[config.mk]
export PLATFORM = sky130hd
export DESIGN_NAME = timer_counter_modes
export DESIGN_NICKNAME = d
export VERILOG_FILES = /design/src/core/timer_pkg.sv /design/src/core/count_if.sv /design/src/core/count_math.sv /design/src/core/sync_pulse.sv /design/src/core/timer_counter_modes.sv
export SDC_FILE = /design/constraint.sdc
export NUM_CORES = 1
export LEC_CHECK = 0
export BUFFER_PORTS_ARGS = -buffer_cell sky130_fd_sc_hd__buf_2
export CAP_MARGIN = 20
export CORE_MARGIN = 5
export CORE_UTILIZATION = 36
export DETAILED_ROUTE_END_ITERATION = 12
export HOLD_SLACK_MARGIN = 0.03
export PLACE_DENSITY_LB_ADDON = 0.08
export SLEW_MARGIN = 0
export SYNTH_ARGS = -nofsm -noshare
export SYNTH_HDL_FRONTEND = slang
export SYNTH_SLANG_ARGS = --single-unit
[constraint.sdc]
create_clock -name pclk -period 6.05 [get_ports pclk]
set_input_delay 0.605 -clock pclk [delete_from_list [all_inputs] [get_ports pclk]]
set_output_delay 0.605 -clock pclk [all_outputs]
set_load 0.005 [all_outputs]
[src/core/timer_pkg.sv]
`default_nettype none
package timer_pkg;
    localparam logic [11:0] control_offset = 12'h000;
    localparam logic [11:0] count_offset   = 12'h004;
    localparam logic [11:0] value_offset   = 12'h008;
    localparam logic [11:0] status_offset  = 12'h00c;
    localparam int op_lsb        = 0;
    localparam int format_bit    = 4;
    localparam int source_lsb    = 8;
    localparam int arm_bit       = 12;
    localparam logic [2:0]  op_reset_value     = 3'h0;
    localparam logic        format_reset_value = 1'h1;
    localparam logic [1:0]  source_reset_value = 2'h0;
    localparam logic [15:0] count_reset_value  = 16'h0000;
    localparam logic [2:0] op_read  = 3'h6;
    localparam logic [2:0] op_reset = 3'h7;
    localparam int sync_stages = 2;
    typedef enum logic [5:0] {
        st_toggle   = 6'b000001,
        st_oneshot  = 6'b000010,
        st_rate     = 6'b000100,
        st_square   = 6'b001000,
        st_strobe   = 6'b010000,
        st_hwstrobe = 6'b100000
    } mode_type;
endpackage
`default_nettype wire

[src/core/count_if.sv]
`timescale 1ns/100ps
`default_nettype none
interface count_if;
    logic        tick;
    logic        decimal;
    logic [15:0] value;
    logic [15:0] next_value;
    logic        at_zero;
    modport core (output tick, output decimal, output value, input next_value, input at_zero);
    modport math (input tick, input decimal, input value, output next_value, output at_zero);
endinterface
`default_nettype wire

[src/core/count_math.sv]
`timescale 1ns/100ps
`default_nettype none
module count_math (
    count_if.math cnt
);
    function automatic logic [15:0] bcd_dec(input logic [15:0] v);
        logic [15:0] r;
        logic        borrow;
        r = v;
        borrow = 1'b1;
        for (int i = 0; i < 4; i++) begin
            if (borrow) begin
                if (v[i*4 +: 4] == 4'h0) begin
                    r[i*4 +: 4] = 4'h9;
                end else begin
                    r[i*4 +: 4] = v[i*4 +: 4] - 4'h1;
                    borrow = 1'b0;
                end
            end
        end
        return r;
    endfunction
    always_comb begin
        cnt.at_zero = (cnt.value == 16'h0000);
        if (cnt.decimal) begin
            cnt.next_value = bcd_dec(cnt.value);
        end else begin
            cnt.next_value = cnt.value - 16'h0001;
        end
    end
endmodule // count_math
`default_nettype wire

[src/core/sync_pulse.sv]
`timescale 1ns/100ps
`default_nettype none
module sync_pulse #(
    parameter int stages = 2
) (
    input  wire logic pclk,
    input  wire logic presetn,
    input  wire logic enable,
    input  wire logic async_in,
    output logic      level,
    output logic      rise
);
    logic [stages:0] chain;
    logic [stages:0] next_chain;
    always_comb begin
        next_chain = {chain[stages-1:0], async_in};
    end
    always_ff @(posedge pclk or negedge presetn) begin
        if (!presetn) begin
            chain <= '0;
        end else if (enable) begin
            chain <= next_chain;
        end
    end
    assign level = chain[stages-1];
    assign rise  = chain[stages-1] & ~chain[stages];
endmodule // sync_pulse
`default_nettype wire

[src/core/timer_counter_modes.sv]
// Functional notes
// strobe mode: output high, counts while gate high
// strobe terminal count: one-period low pulse
// format 0 bcd decades, 1 binary
// two-bit selector picks counting clock source
// read op latches present count, mode kept
// op codes: 0-5 modes, 6 read, 7 reset
// software loads legal counts per mode
// toggle mode: low, count, high at tc
// rate mode: one-period low pulse, reload
// reset op clears count, defaults restored; load and latched keep their values
`timescale 1ns/100ps
`default_nettype none
module timer_counter_modes
(
    input  wire logic        pclk,
    input  wire logic        presetn,
    input  wire logic        clk_en,
    input  wire logic        psel,
    input  wire logic        penable,
    input  wire logic        pwrite,
    input  wire logic [11:0] paddr,
    input  wire logic [31:0] pwdata,
    output logic [31:0]      prdata,
    output logic             pready,
    output logic             pslverr,
    input  wire logic        gate,
    input  wire logic        external_count_clock,
    input  wire logic        previous_counter_output,
    input  wire logic        internal_base_clock,
    input  wire logic        counter_ten_output,
    output logic             counter_output
);
    import timer_pkg::*;

    logic        gate_level;
    logic [3:0]  src_rise;
    logic [3:0]  src_level;
    count_if cnt ();

    sync_pulse #(.stages(sync_stages)) u_gate (
        .pclk     (pclk),
        .presetn  (presetn),
        .enable   (clk_en),
        .async_in (gate),
        .level    (gate_level),
        .rise     ()
    );
    sync_pulse #(.stages(sync_stages)) u_s0 (
        .pclk     (pclk),
        .presetn  (presetn),
        .enable   (clk_en),
        .async_in (external_count_clock),
        .level    (src_level[0]),
        .rise     (src_rise[0])
    );
    sync_pulse #(.stages(sync_stages)) u_s1 (
        .pclk     (pclk),
        .presetn  (presetn),
        .enable   (clk_en),
        .async_in (previous_counter_output),
        .level    (src_level[1]),
        .rise     (src_rise[1])
    );
    sync_pulse #(.stages(sync_stages)) u_s2 (
        .pclk     (pclk),
        .presetn  (presetn),
        .enable   (clk_en),
        .async_in (internal_base_clock),
        .level    (src_level[2]),
        .rise     (src_rise[2])
    );
    sync_pulse #(.stages(sync_stages)) u_s3 (
        .pclk     (pclk),
        .presetn  (presetn),
        .enable   (clk_en),
        .async_in (counter_ten_output),
        .level    (src_level[3]),
        .rise     (src_rise[3])
    );
    count_math u_math (
        .cnt (cnt.math)
    );

    // register state
    mode_type    mode;
    mode_type    next_mode;
    logic        decimal;
    logic        next_decimal;
    logic [1:0]  source;
    logic [1:0]  next_source;
    logic [15:0] load;
    logic [15:0] next_load;
    logic [15:0] value;
    logic [15:0] next_value;
    logic [15:0] latched;
    logic [15:0] next_latched;
    logic        running;
    logic        next_running;
    logic        armed;
    logic        next_armed;
    logic        out_q;
    logic        next_out;
    logic        done;
    logic        next_done;
    logic [2:0]  last_op;
    logic [2:0]  next_last_op;
    logic [31:0] next_prdata;

    logic        wr_access;
    logic        tick;
    logic [2:0]  op;

    assign wr_access = psel & penable & pwrite & clk_en;
    assign tick      = src_rise[source];
    assign op        = pwdata[op_lsb +: 3];
    assign cnt.tick    = tick;
    assign cnt.decimal = decimal;
    assign cnt.value   = value;

    function automatic mode_type op_to_mode(input logic [2:0] code);
        case (code)
            3'h0: op_to_mode = st_toggle;
            3'h1: op_to_mode = st_oneshot;
            3'h2: op_to_mode = st_rate;
            3'h3: op_to_mode = st_square;
            3'h4: op_to_mode = st_strobe;
            default: op_to_mode = st_hwstrobe;
        endcase
    endfunction

    function automatic logic expiring(input logic [15:0] v);
        return (v == 16'h0001);
    endfunction

    always_comb begin
        next_mode    = mode;
        next_decimal = decimal;
        next_source  = source;
        next_load    = load;
        next_value   = value;
        next_latched = latched;
        next_running = running;
        next_armed   = armed;
        next_out     = out_q;
        next_done    = done;
        next_last_op = last_op;
        // counting on the selected source edge, gated
        if (running && tick && gate_level) begin
            case (mode)
                st_toggle: begin
                    if (!done) begin
                        next_value = cnt.next_value;
                        if (expiring(value)) begin
                            next_out  = 1'b1;
                            next_done = 1'b1;
                        end
                    end
                end
                st_strobe: begin
                    if (!out_q) begin
                        next_out  = 1'b1;
                        next_done = 1'b1;
                    end else if (!done) begin
                        next_value = cnt.next_value;
                        if (expiring(value)) begin
                            next_out = 1'b0;
                        end
                    end
                end
                st_rate: begin
                    if (!out_q) begin
                        next_out = 1'b1;
                    end
                    if (expiring(value)) begin
                        next_out   = 1'b0;
                        next_value = load;
                    end else begin
                        next_value = cnt.next_value;
                    end
                end
                st_square: begin
                    if (expiring(value)) begin
                        next_out   = ~out_q;
                        next_value = load;
                    end else begin
                        next_value = cnt.next_value;
                    end
                end
                st_oneshot: begin
                    if (!done) begin
                        if (cnt.at_zero) begin
                            next_out  = 1'b1;
                            next_done = 1'b1;
                        end else begin
                            next_out   = 1'b0;
                            next_value = cnt.next_value;
                        end
                    end
                end
                st_hwstrobe: begin
                    // no trigger input, count holds
                    next_value = value;
                end
                default: begin
                    next_value = value;
                end
            endcase
        end
        // software access, takes priority over counting
        if (wr_access) begin
            case (paddr)
                control_offset: begin
                    next_last_op = op;
                    if (op == op_read) begin
                        next_latched = value;
                    end else if (op == op_reset) begin
                        next_running = 1'b0;
                        next_value   = count_reset_value;
                        next_mode    = st_toggle;
                        next_decimal = ~format_reset_value;
                        next_last_op = op_reset_value;
                        next_source  = source_reset_value;
                        next_out     = 1'b0;
                        next_done    = 1'b0;
                        next_armed   = 1'b0;
                    end else begin
                        next_mode    = op_to_mode(op);
                        next_decimal = ~pwdata[format_bit];
                        next_source  = pwdata[source_lsb +: 2];
                        next_armed   = pwdata[arm_bit];
                        next_value   = load;
                        next_running = 1'b1;
                        next_done    = 1'b0;
                        next_out     = (op == 3'h0) ? 1'b0 : 1'b1;
                    end
                end
                count_offset: begin
                    next_load = pwdata[15:0];
                    if (running) begin
                        next_value = pwdata[15:0];
                        next_done  = 1'b0;
                    end
                end
                default: begin
                    next_load = load;
                end
            endcase
        end
    end

    // read data, taken in the setup cycle
    always_comb begin
        next_prdata = prdata;
        if (psel && !penable) begin
            case (paddr)
                control_offset: next_prdata = {19'h0, armed, 2'h0, source, 3'h0, ~decimal, 1'h0, last_op};
                count_offset:   next_prdata = {16'h0, load};
                value_offset:   next_prdata = {16'h0, latched};
                status_offset:  next_prdata = {16'h0, value};
                default:        next_prdata = 32'h00000000;
            endcase
        end
    end

    // all state frozen while clk_en low
    always_ff @(posedge pclk or negedge presetn) begin
        if (!presetn) begin
            mode    <= st_toggle;
            decimal <= ~format_reset_value;
            source  <= source_reset_value;
            load    <= count_reset_value;
            value   <= count_reset_value;
            latched <= count_reset_value;
            running <= 1'b0;
            armed   <= 1'b0;
            out_q   <= 1'b0;
            done    <= 1'b0;
            last_op <= op_reset_value;
        end else if (clk_en) begin
            mode    <= next_mode;
            decimal <= next_decimal;
            source  <= next_source;
            load    <= next_load;
            value   <= next_value;
            latched <= next_latched;
            running <= next_running;
            armed   <= next_armed;
            out_q   <= next_out;
            done    <= next_done;
            last_op <= next_last_op;
        end
    end

    always_ff @(posedge pclk or negedge presetn) begin
        if (!presetn) begin
            prdata <= 32'h00000000;
        end else if (clk_en) begin
            prdata <= next_prdata;
        end
    end

    assign pready         = 1'b1;
    assign pslverr        = 1'b0;
    assign counter_output = out_q;
endmodule // timer_counter_modes
`default_nettype wire

==> metrics.yaml, run 1 <==
final_cell_mix: "114 x nand2_1, 93 x dfrtp_1, 54 x buf_2, 39 x mux2_2, 37 x nor2_1"
synthFlopType: "dfrtp_1"
cts_sinks: 94
drive_above_1_share: 0.204
drv_cap: 0
timing.rr.end: "cnt.value[15]"
fp.dieW_um: 139
yosys.area.top_type_share: 0.390
grt_pass1_vias: 5356
reg2regPathDepth: 10
drc: 0
relSlewSlack: 0.308
timing.critical_path.buf_inv: 2
syn-instance-count: 673
crit_fanout: 9
synth_edf_count: 0
cts_buffer_depth: 2
antenna_found_initial: 0
ys_types: 67
grt-ovfl-total: 0
cts_made_buffers: 9
die_h_um: 139
final_common_cell: "nand2_1"
wl_per_cell_um: 20.2
critPathCapture: "cnt.value[15]"
async_flop_share: 1.00
syn_to_final_growth_pct: 11.5
root_buffer: "clkbuf_16"
firstDrtPassIters: 5
hold_buffers: 0
post_drt_via_cell_ratio: 5.65
grt_pass1_wl_um: 30200
period_needed_ns: 3.97
coreArea_um2: 16400
final.setup.tns_ns: 0
startpoint_type: "flip-flop"
fin_area_um2: 6650
drv_slew: 0
ios: 90
path_clk_slew_ns: 0.07
min_path_type: "in -> async"
cp_top_family: "simple AND/OR/NAND/NOR gates"
path_class: "reg -> reg"
gp_congestion: 0.915
cp_cell_sequence: "inv_1 -> ha_1 -> nor4bb_1 -> nand4b_1 -> and2_1 -> nor3_1 -> buf_4 -> a311oi_1 -> a2111oi_0 -> a211oi_1"
hold_viol_final: 0
slowest_stage: "nor3_1"
synth-seq-cells: 94
rsz0062_at_grt: "no"
worst_hold_slack_ns: 0.254
avgSynthCellArea_um2: 8.86
grt_use_total: 0.197
clock_skew_ns: 0.00976
run_status: "complete, no violations"
cts_tree: "built"
num_vias: 5202
ant_nets: 0
diodes: 0
drtIter0Drc: 380
yosysSeqAreaShare: 0.395
synth.area.top_cells: "dfrtp_1 39%, mux2_2 7.4%, nand2_1 7.2%, mux4_2 3.0%, o21ai_0 2.6%"
powerDensity_nw_per_um2: 216
worstPathRequired_ns: 6.26
leakage_uw: 0.00286
ys_warn_count: 0
clock_latency_ns: 0.36
io_buffers: 55
max_freq_mhz: 252
rows: 47
critPathArrivalTime_ns: 4.18
cts_max_level: 3
start_util: 0.364
cts_setup_buffers: 0
peakVddDrop_uv: 177
ff2ff_setup_slack_ns: 2.08
worst-path-stages: 10
post-route-period-util: 0.656
setup_viol: 0
startpoint: "cnt.value[12]"
synth_area_leader_cell: "dfrtp_1"
wl_um: 18600
critPathCaptureType: "flip-flop"
syn-cell-area_um2: 5960
die_area_um2: 19200
grt_max_degree: 51
r2r-start: "cnt.value[12]"
finalNetCount: 754
cts.repair.resized: 0
worst_slew_pin_slew_ns: 1.04
detailed_place_hpwl_um: 13500
detailed_place.area_um2: 6310
critPathMaxStageDelay_ns: 0.63
-- cells in the mapped netlist, types with 8 or more instances --
master      n
nand2b_1   10
clkbuf_1   39
dfrtp_1    93
mux2_2     39
nor4_1     10
buf_4      18
inv_1      19
nor2_1     38
a21oi_1    29
a211oi_1    8
a31oi_1     8
nand2_1   114
mux4_2      8
a22oi_1    13
nor3_1     17
o31ai_1    19
o21ai_0    31
nand3_1    15
-- report_power, final --
part / total, uW / switching [uW] / internal (uW) / leakage [uW]
Combinational: 131 / 76.5 / 54.5 / 0.00150
Clock: 627 / 253 / 375 / 0.000156
Sequential: 678 / 28.8 / 649 / 0.00120
-- worst min path at each step --
| stage | startpoint | slack (ns) | end | cells after the start |
|---|---|---|---|---|
| 5_1_grt | presetn | 0.31 | load[15] | 1 |
| 3_3_place_gp | prdata[13] | 0.46 | prdata[13] | 2 |
| 2_1_floorplan | presetn | 0.31 | armed | 0 |
| 3_5_place_dp | prdata[12] | 0.47 | prdata[12] | 2 |
| 6_report | presetn | 0.25 | load[15] | 1 |
| 4_1_cts | presetn | 0.28 | load[15] | 1 |
-- flip-flops by register name, indices dropped and copies added, names as in the netlist --
name / count
u_gate.chain: 2
counter_output: 1
u_s3.chain: 3
cnt.value: 16
u_s0.chain: 3
done: 1
cnt.decimal: 1
running: 1
latched: 16
source: 2
u_s1.chain: 3
mode: 6
prdata: 16
load: 16
last_op: 3
u_s2.chain: 3
armed: 1
-- routing by layer --
metal  track usage  vias up  wire, um
met4        0.0479        0       269
met5             0        -         0
met3        0.0403       23      1010
met2         0.340      152      9340
met1         0.253     2550      8000
li1              -     2477         -
-- metrics by stage --
stage / power (uW) / utilization / worst slack (ns) / cells
2_1_floorplan: 771 / - / 2.92 / 689
3_3_place_gp: 817 / 0.385 / 2.17 / 903
3_5_place_dp: 820 / 0.385 / 2.19 / 903
4_1_cts: 1450 / 0.404 / 2.14 / 919
5_1_grt: 1490 / 0.405 / 1.77 / 920
6_report: 1440 / 0.405 / 2.08 / 920
-- cells by family after synthesis --
| logic type | share of synthesized area |
|---|---|
| buffers and inverters | 0.0684 |
| flip-flops | 0.395 |
| other | 0.00126 |
| multiplexers | 0.111 |
| XOR/XNOR | 0.00734 |
| AO/OA/AOI/OAI | 0.186 |
| adder cells (fa/ha/maj) | 0.00839 |
| AND/OR/NAND/NOR | 0.223 |
-- layout make-up --
type	count	area [um2]
fill	1678	9760
multi-input combinational	507	3270
sequential	94	2350
timing repair buffer	64	353
tap	220	275
clock buffer	11	243
clock inverter	5	81.3
inverter	19	71.3
No activity file was read; power rests on OpenSTA's default activity.
==> run 2: changes to the inputs <==
--- a/config.mk
+++ b/config.mk
@@ -5,6 +5,7 @@
 export SDC_FILE = /design/constraint.sdc
 export NUM_CORES = 1
 export LEC_CHECK = 0
+export ABC_AREA = 1
 export BUFFER_PORTS_ARGS = -buffer_cell sky130_fd_sc_hd__buf_2
 export CAP_MARGIN = 20
 export CORE_MARGIN = 5
==> constraint.sdc (replaced) <==
create_clock -name pclk -period 4 [get_ports pclk]
set_input_delay 0.4 -clock pclk [delete_from_list [all_inputs] [get_ports pclk]]
set_output_delay 0.4 -clock pclk [all_outputs]
set_load 0.005 [all_outputs]
==> run 2 against run 1 <==
Combinational power up 100%. Routed wire length up 6.1%. Critical endpoint is now counter_output. Global-route usage up 0.69 points. Cell area up 1.2%. Sequential share of layout area down 0.43 points. Register-to-register slack worse by 0.52 ns.
==> metrics.yaml, run 2 <==
syn-instance-count: 850
drtIter0Drc: 398
run_status: "complete, no violations"
yosys.area.top_type_share: 0.385
relSlewSlack: 0.355
start_util: 0.366
cts_buffer_depth: 2
rows: 47
grt-ovfl-total: 0
leakage_uw: 0.00352
path_clk_slew_ns: 0.07
synthMostInstantiatedCell: "nand2_1"
pre_cts_ws_ns: 1.38
timing.critical_path.buf_inv: 2
synth-seq-cells: 94
final.setup.tns_ns: 0
root_buffer: "clkbuf_16"
post-route-period-util: 0.609
synth_edf_count: 0
peakVddDrop_uv: 206
wl_met3_um: 1290
clock_power_share: 0.436
yosysSeqAreaShare: 0.390
worstPathRequired_ns: 4.29
grt_pass1_wl_um: 31200
fillers: 1820
firstDrtPassIters: 4
slowest_stage: "dfrtp_1"
async_flop_share: 1.00
diodes: 0
cts.repair.resized: 0
syn_to_final_growth_pct: 11.4
crit_top_cell: "nand2_1"
intPower_uw: 1700
cts_tree: "built"
drt-met1-wl_um: 8660
ys_top_cells_by_count: "235 x nand2_1, 93 x dfrtp_1, 90 x inv_1"
crit_fanout: 6
ant_nets: 0
cts_made_buffers: 9
pwr-share-seq: 0.452
final_cell_mix: "235 x nand2_1, 93 x dfrtp_1, 90 x inv_1, 81 x o21ai_0, 71 x nor2_1"
period_needed_ns: 2.43
gp_congestion: 0.942
cts_max_level: 3
avgSynthCellArea_um2: 7.11
dr.max_layer_used: "met4"
setup_ws_ns: 1.57
fin_area_um2: 6730
p_sw_uw: 646
die_area_um2: 19500
wl_um: 19700
drv_cap: 0
clock_skew_ns: 0.00674
ios: 90
min_path_type: "in -> async"
fp.dieW_um: 140
detailed_place_hpwl_um: 14600
critPathArrivalTime_ns: 2.73
syn-cell-area_um2: 6040
drive_above_1_share: 0.147
final_common_cell: "nand2_1"
cts_sinks: 94
ys_warn_count: 0
critPathCaptureType: "flip-flop"
max_freq_mhz: 411
grt_max_degree: 72
combPwrFrac: 0.112
wl_met2_um: 9120
drv_slew: 0
ys_types: 47
setup_viol: 0
grt_pass1_vias: 5568
post_drt_via_cell_ratio: 5.18
cts_setup_buffers: 0
p_sw_frac: 0.276
powerDensity_nw_per_um2: 348
cp_cell_sequence: "inv_1 -> ha_1 -> inv_1 -> nor2_2 -> nand3_1 -> nor2_2 -> nand2_1 -> nor2_1 -> nand2_1 -> nand3_1 -> nand3_1 -> nand2_1 -> nand2_1 -> nand2_1 -> nand2_1 -> nand2_1"
synthFlopType: "dfrtp_1"
power_uw: 2340
detailed_place.area_um2: 6390
hold_viol_final: 0
wl_per_cell_um: 17.8
die_h_um: 140
path_class: "reg -> reg"
synth.area.top_cells: "dfrtp_1 39%, nand2_1 15%, o21ai_0 6.7%, inv_1 5.6%, nand3_1 5.3%"
antenna_found_initial: 0
coreArea_um2: 16500
hold_buffers: 0
startpoint_type: "flip-flop"
rsz0062_at_grt: "no"
clock_latency_ns: 0.36
drc: 0
num_vias: 5745
cp_top_family: "simple AND/OR/NAND/NOR gates"
io_buffers: 55
grt_use_total: 0.203
critPathMaxStageDelay_ns: 0.45
worst_slew_pin_slew_ns: 0.967
synth_area_leader_cell: "dfrtp_1"
finalNetCount: 945
-- run 2: power groups by stage --
stage | logic, uW | clock network, uW | registers, uW
after global routing | 306 | 1080 | 1060
after global placement | 259 | 0 | 1070
after detailed placement | 264 | 0 | 1070
after floorplan | 201 | 0 | 1040
after CTS | 265 | 1050 | 1060
final | 263 | 1020 | 1060
-- run 2: cell type report --
type | instances | area (um2) | share of cell area
Timing Repair Buffer | 60 | 315 | 0.0468
Clock buffer | 9 | 225 | 0.0335
Inverter | 102 | 383 | 0.0569
Sequential cell | 94 | 2350 | 0.350
Clock inverter | 6 | 119 | 0.0177
Multi-Input combinational cell | 619 | 3060 | 0.455
Tap cell | 220 | 275 | 0.0409
-- run 2: cells by family (layout without fill, tap and decap cells) --
group / count (synthesis) / in the layout / share of synthesized area
fa+ha+maj: 4 / 4 / 0.00828
simple gates: 423 / 423 / 0.323
flops: 94 / 94 / 0.390
compound gates: 170 / 170 / 0.157
mux: 2 / 2 / 0.00373
xor+xnor: 2 / 2 / 0.00290
other cells: 2 / 18 / 0.00124
buf+inv: 153 / 177 / 0.114
-- run 2: per-stage QoR --
step,util,instances,hold WS (ns)
after CTS,0.407,1110,0.227
final,0.407,1110,0.160
after detailed placement,0.387,1095,0.459
after floorplan,-,866,0.104
after global placement,0.387,1095,0.456
after global routing,0.407,1110,0.246
-- run 2: path summary, 6_finish.rpt --
check,to,from,depth (start not counted),slack [ns]
setup / recovery,counter_output,cnt.value[0],16,1.57
hold / removal,prdata[15],presetn,1,0.16
setup reg to reg,counter_output,cnt.value[0],16,1.57
hold reg to reg,u_s2.chain[0],u_s2.chain[0],2,0.48
max in group asynchronous,prdata[7],presetn,2,2.88
min in group pclk,u_s2.chain[0],internal_base_clock,3,0.24
-- run 2: routing by layer --
layer / up-vias / global-route usage
li1: 2799 / -
met5: - / 0
met2: 201 / 0.320
met3: 37 / 0.0415
met4: 0 / 0.0826
met1: 2708 / 0.275
==> run 3: changes to the inputs <==
==> constraint.sdc (replaced) <==
create_clock -name pclk -period 2.1 [get_ports pclk]
set_input_delay 0.21 -clock pclk [delete_from_list [all_inputs] [get_ports pclk]]
set_output_delay 0.21 -clock pclk [all_outputs]
set_load 0.005 [all_outputs]
==> run 3 against run 2 <==
Die area is the same. Core utilization grew 3.1 points. Total power grew 84%. Combinational power grew to 2.6 times the previous value. Clock skew shrank 0.00094 ns. First-iteration DRC count grew 5.0%. Largest cell class unchanged. Final cell count grew 5.1%.
==> metrics.yaml, run 3 (synthesis results as in run 2) <==
detailed_place_hpwl_um: 15700
finalNetCount: 1001
firstDrtPassIters: 7
num_vias: 5976
startpoint_type: "flip-flop"
post-route-period-util: 0.947
r2r-start: "cnt.value[0]"
rsz0062_at_grt: "yes"
fillers: 1739
drv_cap: 0
io_buffers: 55
drv_slew: 0
max_freq_mhz: 503
multi_input_area_um2: 3140
crit_fanout: 4
grt_pass1_vias: 5704
rows: 47
cp_cell_sequence: "inv_1 -> ha_4 -> inv_1 -> nor2_2 -> nand3_2 -> nor2_4 -> nand2_2 -> nor2_2 -> nand2_1 -> nand3_1 -> nand3_1 -> nand2_1 -> nand2_1 -> nand2_1 -> nand2_1 -> nand2_1"
final_cell_mix: "232 x nand2_1, 92 x dfrtp_1, 89 x inv_1, 81 x o21ai_0, 69 x nor2_1"
root_buffer: "clkbuf_16"
antenna_found_initial: 0
wl_um: 20200
cts_tree: "built"
worstPathRequired_ns: 2.40
leakage_uw: 0.00380
hold_viol_final: 0
clock_latency_ns: 0.36
min_path_type: "in -> reg"
coreArea_um2: 16500
cts_max_level: 3
path_class: "reg -> reg"
period_needed_ns: 1.99
clock_skew_ns: 0.00581
power_uw: 4300
drtIter0Drc: 418
run_status: "complete, no violations"
cts_sinks: 94
die_h_um: 140
die_area_um2: 19500
start_util: 0.366
crit_top_cell: "nand2_1"
grt-ovfl-total: 0
powerDensity_nw_per_um2: 594
drive_above_1_share: 0.211
critPathMaxStageDelay_ns: 0.38
peakVddDrop_uv: 391
grt_pass1_wl_um: 31800
pre_cts_ws_ns: 0.00610
grt_use_total: 0.208
ios: 90
gp_congestion: 0.977
setup_viol: 0
ant_nets: 0
post_drt_via_cell_ratio: 5.12
final_common_cell: "nand2_1"
wl_per_cell_um: 17.3
critPathArrivalTime_ns: 2.29
diodes: 0
drc: 0
cts_made_buffers: 9
worst_slew_pin_slew_ns: 0.584
startpoint: "cnt.value[0]"
hp-start: "gate"
relSlewSlack: 0.610
register_area_um2: 2350
critPathCaptureType: "flip-flop"
cts_buffer_depth: 2
syn_to_final_growth_pct: 20.0
fp.dieW_um: 140
grt_max_degree: 43
setup_ws_ns: 0.112
slowest_stage: "dfrtp_1"
path_clk_slew_ns: 0.07
-- run 3: worst paths after layout --
check                             endpoint  cells past startpoint  slack (ns)
setup / recovery            counter_output                     16        0.11
min in group asynchronous       prdata[11]                      2        0.38
max in group asynchronous          mode[0]                      3        1.06
hold reg to reg                  prdata[1]                      2        0.48
hold / removal             u_gate.chain[0]                      3        0.05
setup reg to reg            counter_output                     16        0.11
-- run 3: area by class of cell --
class	instances	share of cell area
repair buffers	116	0.110
inverters	102	0.0528
well taps	220	0.0380
multi-input cells	619	0.434
flip-flops and latches	94	0.325
clock inverters	6	0.00742
clock buffers	10	0.0330
-- run 3: routing by layer --
layer | part of all wire | global-route usage | vias to the layer above
met4 | 0.030 | 0.0775 | 0
met5 | 0 | 0 | -
li1 | - | - | 2927
met1 | 0.45 | 0.288 | 2840
met2 | 0.47 | 0.335 | 172
met3 | 0.050 | 0.0274 | 37
-- run 3: power by group --
part	total (uW)	leakage, uW	internal (uW)	switching (uW)
Combinational	677	0.00265	262	416
Clock	1660	0.000142	858	800
Sequential	1970	0.00101	1890	81.3
Total	4300	0.00380	3010	1300
-- run 3: repair_timing --
item	in CTS	in global routing
hold endpoints to repair	34	0
setup endpoints to repair	1	18
resized for setup	1	19
cloned	0	0
pin swaps	0	2
setup buffers	0	3
hold buffers	1	0
-- run 3: per-stage QoR --
| step | std cells | cell area, um2 | hold WS [ns] | TNS (ns) | utilization |
|---|---|---|---|---|---|
| finish | 1167 | 7250 | 0.0495 | 0 | 0.439 |
| global route | 1167 | 7250 | 0.0534 | -0.0923 | 0.439 |
| CTS | 1164 | 7150 | 0.0390 | 0 | 0.432 |
| detailed placement | 1147 | 6840 | 0.232 | 0 | 0.414 |
| global placement | 1147 | 6840 | 0.226 | 0 | 0.414 |
| floorplan | 866 | 6100 | -0.0856 | 0 | - |
-- run 3: critical path, delay by kind of cell, from the launching register on --
kind	cells	cell delay, ns
adder cells (fa/ha/maj)	1	0.19
buffers and inverters	2	0.19
flip-flops	1	0.38
AND/OR/NAND/NOR	13	1.16
